`config.mk`:
```
export PLATFORM = sky130hd
export DESIGN_NAME = sfpf_front
export DESIGN_NICKNAME = d
export VERILOG_FILES = /design/src/logic/sfpf_pkg.sv /design/src/logic/sfpf_sync.sv /design/src/logic/sfpf_front.sv
export SDC_FILE = /design/constraint.sdc
export NUM_CORES = 1
export LEC_CHECK = 0
export ABC_CLOCK_PERIOD_IN_PS = 5700
export BUFFER_PORTS_ARGS = -buffer_cell sky130_fd_sc_hd__buf_2
export CAP_MARGIN = 20
export CORE_ASPECT_RATIO = 0.7
export CORE_MARGIN = 2
export CORE_UTILIZATION = 55
export CTS_CLUSTER_DIAMETER = 150
export CTS_CLUSTER_SIZE = 40
export DETAILED_ROUTE_END_ITERATION = 8
export PLACE_DENSITY_LB_ADDON = 0.08
export SYNTH_ARGS = -nofsm -noshare
export SYNTH_HDL_FRONTEND = slang
export SYNTH_HIERARCHICAL = 1
export SYNTH_SLANG_ARGS = --single-unit
```
`constraint.sdc`:
```
create_clock -name clk_sys -period 5.7 [get_ports clk_sys]
set_input_delay 1.425 -clock clk_sys [delete_from_list [all_inputs] [get_ports clk_sys]]
set_output_delay 1.425 -clock clk_sys [all_outputs]
set_load 0.03 [all_outputs]
```
`src/logic/sfpf_pkg.sv`:
```
// Purpose : shared types and constants of the serial flash pin front end
// Assumes : sampled by a 10 MHz system clock, link clock far slower
// Notes   : pin groups travel as packed structs
package sfpf_pkg;

    // ************************************************************
    // transfer width and link state
    // ************************************************************
    typedef enum logic [1:0] {
        SFPF_W1 = 2'b00,
        SFPF_W2 = 2'b01,
        SFPF_W4 = 2'b10
    } sfpf_width_e;

    typedef enum logic [1:0] {
        LS_OFF    = 2'b00,
        LS_IDLE   = 2'b01,
        LS_ACTIVE = 2'b10,
        LS_PAUSE  = 2'b11
    } sfpf_link_e;

    // ************************************************************
    // carriers
    // ************************************************************
    typedef struct packed {
        logic       status_write_disable;
        logic       quad_io_enable;
        logic [3:0] block_protect;
    } sfpf_stat_s;

    typedef struct packed {
        logic [3:0] data_line_in;
        logic       chip_select_n;
        logic       sck;
    } sfpf_pin_in_s;

    typedef struct packed {
        logic [3:0] data_line_out;
        logic [3:0] data_line_oe;
    } sfpf_pin_out_s;

    // ************************************************************
    // constants
    // ************************************************************
    localparam int         SFPF_SYNC_W    = 6;
    localparam int         SFPF_POS_SCK   = 0;
    localparam int         SFPF_POS_CS    = 1;
    localparam int         SFPF_POS_DL    = 2;
    // select preloads low: only a seen high level arms the first frame
    localparam logic [5:0] SFPF_SYNC_INIT = 6'h30;
    localparam logic [3:0] SFPF_BYTE_BITS = 4'h8;
    localparam logic [3:0] SFPF_LANES_1   = 4'h1;
    localparam logic [3:0] SFPF_LANES_2   = 4'h2;
    localparam logic [3:0] SFPF_LANES_4   = 4'h4;
    localparam logic [3:0] SFPF_OE_1      = 4'h2;
    localparam logic [3:0] SFPF_OE_2      = 4'h3;
    localparam logic [3:0] SFPF_OE_4      = 4'hF;
    localparam sfpf_stat_s SFPF_STAT_RST  = 6'h00;

endpackage : sfpf_pkg

```
`src/logic/sfpf_sync.sv`:
```
// Purpose : three-stage synchroniser with agreement filter
// Assumes : inputs asynchronous to clk_sys
// Notes   : a change counts once stages two and three agree
`timescale 1ns/10ps
module sfpf_sync #(
    parameter int           W    = 6,
    parameter logic [W-1:0] INIT = '0
) (
    input  wire logic         clk_sys,
    input  wire logic         rstn,
    input  wire logic [W-1:0] din,
    output logic      [W-1:0] lvl,
    output logic      [W-1:0] rise,
    output logic      [W-1:0] fall
);

    typedef struct packed {
        logic [W-1:0] s1;
        logic [W-1:0] s2;
        logic [W-1:0] s3;
        logic [W-1:0] lvl;
    } sfpf_sync_s;

    sfpf_sync_s   st;
    sfpf_sync_s   next_st;
    logic [W-1:0] agree;

    // ************************************************************
    // filter
    // ************************************************************
    always_comb begin
        agree       = ~(st.s2 ^ st.s3);
        next_st.s1  = din;
        next_st.s2  = st.s1;
        next_st.s3  = st.s2;
        next_st.lvl = (agree & st.s3) | (~agree & st.lvl);
        rise        = agree & st.s3 & ~st.lvl;
        fall        = agree & ~st.s3 & st.lvl;
    end

    always_ff @(posedge clk_sys) begin
        if (!rstn) begin
            st <= {INIT, INIT, INIT, INIT};
        end else begin
            st <= next_st;
        end
    end

    assign lvl = st.lvl;

endmodule : sfpf_sync

```
`src/logic/sfpf_front.sv`:
```
// Purpose : pin front end of a serial flash host interface
// Assumes : sck at most clk_sys/8; command logic steers width and drive
// Notes   : edges of sck are found by oversampling on clk_sys
//
// Function
// - chip select high: deselected, every output pin high impedance.
// - while deselected the device sits in low-power standby.
// - chip select low: selected, leaves standby, accepts transfers.
// - after power-up a select high-to-low edge precedes any instruction.
// - input bits presented with chip select high are ignored.
// - single line: bits sampled from serial_in on rising sck.
// - single line: serial_out changes on falling sck.
// - dual/quad: lines 0 and 1 bidirectional, in on rise, out on fall.
// - quad: write-protect and pause pins become data lines 2 and 3.
// - disable bit set, write-protect low: protection bit writes rejected.
// - disable bit clear: status writes allowed at any write-protect level.
// - data line 3 is pause or reset input by select bit, pause default.
// - only clock modes 0 and 3, sampling on rising edge.
// - quad enable set disables the write-protect function.
// - pause low while selected: output high impedance, sequence frozen.
`timescale 1ns/10ps
module sfpf_front
    import sfpf_pkg::*;
(
    input  wire logic                    clk_sys,
    input  wire logic                    rstn,
    input  wire sfpf_pkg::sfpf_pin_in_s  pin_in,
    output sfpf_pkg::sfpf_pin_out_s      pin_out,
    input  wire sfpf_pkg::sfpf_width_e   xfer_width,
    input  wire logic                    drive_en,
    input  wire logic [7:0]              tx_byte,
    output logic                         tx_taken,
    output logic      [7:0]              rx_byte,
    output logic                         rx_valid,
    input  wire logic                    sr_wr,
    input  wire sfpf_pkg::sfpf_stat_s    sr_wdata,
    output sfpf_pkg::sfpf_stat_s         sr_bits,
    output logic                         sr_reject,
    input  wire logic                    pause_or_reset_select,
    output sfpf_pkg::sfpf_link_e         link_state,
    output logic                         standby,
    output logic                         paused,
    output logic                         hw_reset
);
    import sfpf_pkg::*;

    typedef struct packed {
        sfpf_link_e ls;
        logic [7:0] rx_sh;
        logic [3:0] rx_cnt;
        logic [7:0] rx_byte;
        logic       rx_valid;
        logic [7:0] tx_sh;
        logic [3:0] tx_cnt;
        logic       tx_taken;
        logic [3:0] dout;
        logic [3:0] doe;
        sfpf_stat_s stat;
        logic       sr_reject;
        logic       hw_reset;
    } sfpf_front_s;

    localparam sfpf_front_s ST_RST = '{ls: LS_OFF, stat: SFPF_STAT_RST,
                                       default: '0};

    sfpf_front_s             st;
    sfpf_front_s             next_st;
    logic [SFPF_SYNC_W-1:0]  s_lvl;
    logic [SFPF_SYNC_W-1:0]  s_rise;
    logic [SFPF_SYNC_W-1:0]  s_fall;
    logic                    cs_n;
    logic                    sck_rise;
    logic                    sck_fall;
    logic [3:0]              dl;
    logic [3:0]              lanes;
    logic                    wp_low;
    logic                    pause_low;
    logic                    reset_low;
    logic [7:0]              rx_sh;
    logic [3:0]              rx_cnt;
    logic [7:0]              tx_src;
    logic [3:0]              tx_cnt;

    // ************************************************************
    // width decoding
    // ************************************************************
    function automatic logic [3:0] width_lanes(sfpf_width_e w);
        unique case (w)
            SFPF_W1: width_lanes = SFPF_LANES_1;
            SFPF_W2: width_lanes = SFPF_LANES_2;
            SFPF_W4: width_lanes = SFPF_LANES_4;
            default: width_lanes = SFPF_LANES_1;
        endcase
    endfunction : width_lanes

    function automatic logic [3:0] width_oe(sfpf_width_e w);
        unique case (w)
            SFPF_W1: width_oe = SFPF_OE_1;
            SFPF_W2: width_oe = SFPF_OE_2;
            SFPF_W4: width_oe = SFPF_OE_4;
            default: width_oe = SFPF_OE_1;
        endcase
    endfunction : width_oe

    // ************************************************************
    // pin synchronisers
    // ************************************************************
    sfpf_sync #(
        .W    (SFPF_SYNC_W),
        .INIT (SFPF_SYNC_INIT)
    ) u_sync (
        .clk_sys (clk_sys),
        .rstn    (rstn),
        .din     (pin_in),
        .lvl     (s_lvl),
        .rise    (s_rise),
        .fall    (s_fall)
    );

    assign cs_n     = s_lvl[SFPF_POS_CS];
    assign sck_rise = s_rise[SFPF_POS_SCK];
    assign sck_fall = s_fall[SFPF_POS_SCK];
    assign dl       = s_lvl[SFPF_POS_DL +: 4];
    assign lanes    = width_lanes(xfer_width);

    // ************************************************************
    // next state
    // ************************************************************
    always_comb begin
        next_st           = st;
        next_st.rx_valid  = 1'b0;
        next_st.tx_taken  = 1'b0;
        next_st.sr_reject = 1'b0;
        rx_sh             = st.rx_sh;
        rx_cnt            = st.rx_cnt;
        tx_src            = st.tx_sh;
        tx_cnt            = st.tx_cnt;
        wp_low    = ~st.stat.quad_io_enable & ~dl[2];
        pause_low = ~st.stat.quad_io_enable & ~pause_or_reset_select
                    & ~dl[3];
        reset_low = ~st.stat.quad_io_enable & pause_or_reset_select
                    & ~dl[3];
        next_st.hw_reset = reset_low;

        unique case (st.ls)
            LS_OFF: begin
                if (cs_n) begin
                    next_st.ls = LS_IDLE;
                end
            end
            LS_IDLE: begin
                if (!cs_n) begin
                    next_st.ls     = LS_ACTIVE;
                    next_st.rx_cnt = '0;
                    next_st.tx_cnt = '0;
                end
            end
            LS_ACTIVE: begin
                if (cs_n) begin
                    next_st.ls = LS_IDLE;
                end else if (pause_low) begin
                    next_st.ls = LS_PAUSE;
                end else begin
                    // capture on rise in modes 0 and 3
                    if (sck_rise) begin
                        unique case (xfer_width)
                            SFPF_W1: rx_sh = {st.rx_sh[6:0], dl[0]};
                            SFPF_W2: rx_sh = {st.rx_sh[5:0], dl[1:0]};
                            SFPF_W4: rx_sh = {st.rx_sh[3:0], dl};
                            default: rx_sh = st.rx_sh;
                        endcase
                        rx_cnt = st.rx_cnt + lanes;
                        if (rx_cnt == SFPF_BYTE_BITS) begin
                            next_st.rx_byte  = rx_sh;
                            next_st.rx_valid = 1'b1;
                            rx_cnt           = '0;
                        end
                        next_st.rx_sh  = rx_sh;
                        next_st.rx_cnt = rx_cnt;
                    end
                    if (sck_fall && drive_en) begin
                        if (st.tx_cnt == '0) begin
                            tx_src           = tx_byte;
                            next_st.tx_taken = 1'b1;
                        end
                        unique case (xfer_width)
                            SFPF_W1: begin
                                next_st.dout[1] = tx_src[7];
                                next_st.tx_sh   = {tx_src[6:0], 1'b0};
                            end
                            SFPF_W2: begin
                                next_st.dout[1:0] = tx_src[7:6];
                                next_st.tx_sh     = {tx_src[5:0], 2'b00};
                            end
                            SFPF_W4: begin
                                next_st.dout  = tx_src[7:4];
                                next_st.tx_sh = {tx_src[3:0], 4'h0};
                            end
                            default: next_st.tx_sh = tx_src;
                        endcase
                        tx_cnt = st.tx_cnt + lanes;
                        if (tx_cnt == SFPF_BYTE_BITS) begin
                            tx_cnt = '0;
                        end
                        next_st.tx_cnt = tx_cnt;
                    end
                end
            end
            LS_PAUSE: begin
                if (cs_n) begin
                    next_st.ls = LS_IDLE;
                end else if (!pause_low) begin
                    next_st.ls = LS_ACTIVE;
                end
            end
        endcase

        // reset function of line 3 aborts the frame
        if (reset_low) begin
            next_st.ls     = LS_OFF;
            next_st.rx_cnt = '0;
            next_st.tx_cnt = '0;
        end

        if (next_st.ls == LS_ACTIVE && drive_en) begin
            next_st.doe = width_oe(xfer_width);
        end else begin
            next_st.doe = '0;
        end

        if (sr_wr) begin
            if (st.stat.status_write_disable && wp_low) begin
                next_st.sr_reject = 1'b1;
            end else begin
                next_st.stat = sr_wdata;
            end
        end
    end

    always_ff @(posedge clk_sys) begin
        if (!rstn) begin
            st <= ST_RST;
        end else begin
            st <= next_st;
        end
    end

    // ************************************************************
    // outputs
    // ************************************************************
    assign pin_out    = '{data_line_out: st.dout, data_line_oe: st.doe};
    assign tx_taken   = st.tx_taken;
    assign rx_byte    = st.rx_byte;
    assign rx_valid   = st.rx_valid;
    assign sr_bits    = st.stat;
    assign sr_reject  = st.sr_reject;
    assign link_state = st.ls;
    assign standby    = (st.ls == LS_OFF) || (st.ls == LS_IDLE);
    assign paused     = (st.ls == LS_PAUSE);
    assign hw_reset   = st.hw_reset;
endmodule : sfpf_front

```
==> flow_metrics.tcl <==
set metrics [dict create \
    status "finished clean" \
    r2r_cells 8 \
    die_area_um2 7420 \
    fin_setup_tns_ns 0 \
    final_cell_mix "75 x dfxtp_1, 56 x buf_2, 49 x nand2_1" \
    antenna_found_initial 0 \
    antenna_cells 0 \
    required_ns 5.93 \
    numPortBuffers 56 \
    finalHoldViolCount 0 \
    placed_cell_area_um2 3800 \
    ys_warn_count 6 \
    cp_data_arrival_time_ns 3.63 \
    min_period_ns 3.40 \
    cap_violations 0 \
    worst-path-max-fanout 20 \
    cts_buffers 9 \
    crit_path_start_kind "input pin" \
    slew_headroom_pct 39.2 \
    area_delta_synth_final_pct 8.31 \
    slowest_delay_ns 0.64 \
    nets 482 \
    cts_setup_buffers 0 \
    drive_above_1_share_pct 21.5 \
    setup_slack_ns 2.30 \
    gp_congestion 0.866 \
    via_per_inst 5.36 \
    rows 24 \
    grt_max_degree 52 \
    met1_usage_pct 30.5 \
    crit_type "in -> reg" \
    max-vdd-ir-drop_uv 174 \
    rsz0062_at_grt "no" \
    final_core_util_pct 63.1 \
    htreeDepth 3 \
    clock-skew-final_ns 0.00703 \
    tritoncts "done" \
    drt-initial-drc-count 244 \
    worst_pin_slew_ns 0.907 \
    fin_area_um2 4010 \
    antenna_left 0 \
    hp-start "u_sync/next_st[16]" \
    min_path_type "reg -> reg" \
    r2r_slack_ns 3.45 \
    syn_avg_cell_area_um2 8.91 \
    busiest_layer "met2" \
    grt_remaining_overflow 0 \
    r2r-start "u_sync/st[6]" \
    clk_pin_slew_ns 0.08 \
    grt_pass1_vias 2601 \
    fillers 575 \
    cp_slowest_cell "ha_1" \
    synth_nets 462 \
    post-route-period-util_pct 59.7 \
    crit_chain "buf_2 > inv_1 > ha_1 > xor2_1 > ha_1 > a21oi_1 > xnor2_1 > nor4_1 > o21ai_0 > buf_4 > mux2i_1" \
    leakagePower_nw 1.85 \
    regToRegEndpoint "st[25]" \
    end_kind "register" \
    routed_wl_um 7530 \
    drt_first_pass_iters 7 \
    grt_pass1_wl_um 12700 \
    fin_hold_ws_ns 0.410 \
    setup_viol 0 \
    fmax_ghz 0.294 \
    synthCells 416 \
    root_buffer "clkbuf_8" \
    drc_errors 0 \
    startpoint "xfer_width[1]" \
    dpl.hpwl_um 5380 \
    grtUsageTotal_pct 22.1 \
    die_h_um 72.7 \
    postCtsResizedCells 0 \
    start_util_pct 58.2 \
    die_width_um 102 \
    layout_commonest_cell "dfxtp_1" \
    core_area_um2 6370 \
    grtUsageMet2_pct 33.0 \
    clock_sinks 75 \
    dp_slack_ns 1.95 \
    worstHoldEndpoint "u_sync/next_st[10]" \
    vias 2851 \
    wl_per_cell_um 14.2 \
    io_pins 57 \
    clockBufferDepth 2 \
    power_density_nw_per_um2 261 \
    cpMostUsedCell "ha_1" \
    holdBufCountCts 0 \
    grt_util_met3_pct 8.43 \
    syn-cell-area_um2 3710 \
    worstHoldPathCells 1 \
    clk_latency_ns 0.34 \
    final_max_slew_viol_count 0 \
]
## registers in the layout (all words and copies together) (netlist names), named ones only
| name | flops |
|---|---|
| u_sync/st | 6 |
| u_sync/next_st | 12 |
| tx_taken | 1 |
| rx_valid | 1 |
| rx_byte | 8 |
| link_state | 2 |
| hw_reset | 1 |
| sr_reject | 1 |
| sr_bits | 6 |
| pin_out | 7 |
| st | 24 |
## worst max-delay path, delay by kind of cell
family / cells / cell delay [ns]
AO/OA/AOI/OAI: 2 / 0.28
XOR/XNOR: 2 / 0.26
adder cells (fa/ha/maj): 2 / 0.87
buffers and inverters: 3 / 0.42
multiplexers: 1 / 0.13
AND/OR/NAND/NOR: 1 / 0.22
## worst max-delay path by stage
| stage | end | slack, ns | depth (start not counted) |
|---|---|---|---|
| CTS | rx_byte[7] | 2.30 | 11 |
| floorplan | rx_byte[0] | 2.44 | 12 |
| detailed placement | rx_byte[7] | 1.95 | 11 |
| global placement | rx_byte[7] | 2.06 | 11 |
| global route | rx_byte[7] | 2.08 | 11 |
| finish | rx_byte[7] | 2.30 | 11 |
## where the power goes
group / total (W) / switching (W) / internal (W)
clock network: 0.000422 / 0.000195 / 0.000228
logic: 0.0000860 / 0.0000527 / 0.0000334
registers: 0.000539 / 0.00000607 / 0.000533
total: 0.00105 / 0.000253 / 0.000794
## stage by stage
step | std cells | total power (W)
2_1_floorplan | 416 | 0.000616
3_3_place_gp | 516 | 0.000635
3_5_place_dp | 516 | 0.000637
4_1_cts | 532 | 0.00106
5_1_grt | 532 | 0.00109
6_report | 532 | 0.00105
## metal layers
metal	vias up	routed length, µm	share of wire (%)
met1	1286	3620	48
met3	4	671	8.9
met2	120	3200	43
li1	1441	-	-
met4	0	35	0.46
met5	-	0	0
## layout make-up
class / count / area, µm² / share of cell area (%)
flip-flops and latches: 75 / 1500 / 37.4
inverters: 26 / 97.6 / 2.43
well taps: 91 / 114 / 2.84
multi-input cells: 265 / 1790 / 44.5
repair buffers: 59 / 303 / 7.54
clock buffers: 11 / 151 / 3.77
clock inverters: 5 / 60.1 / 1.50
Note: power is estimated with default switching activity, not from simulation.
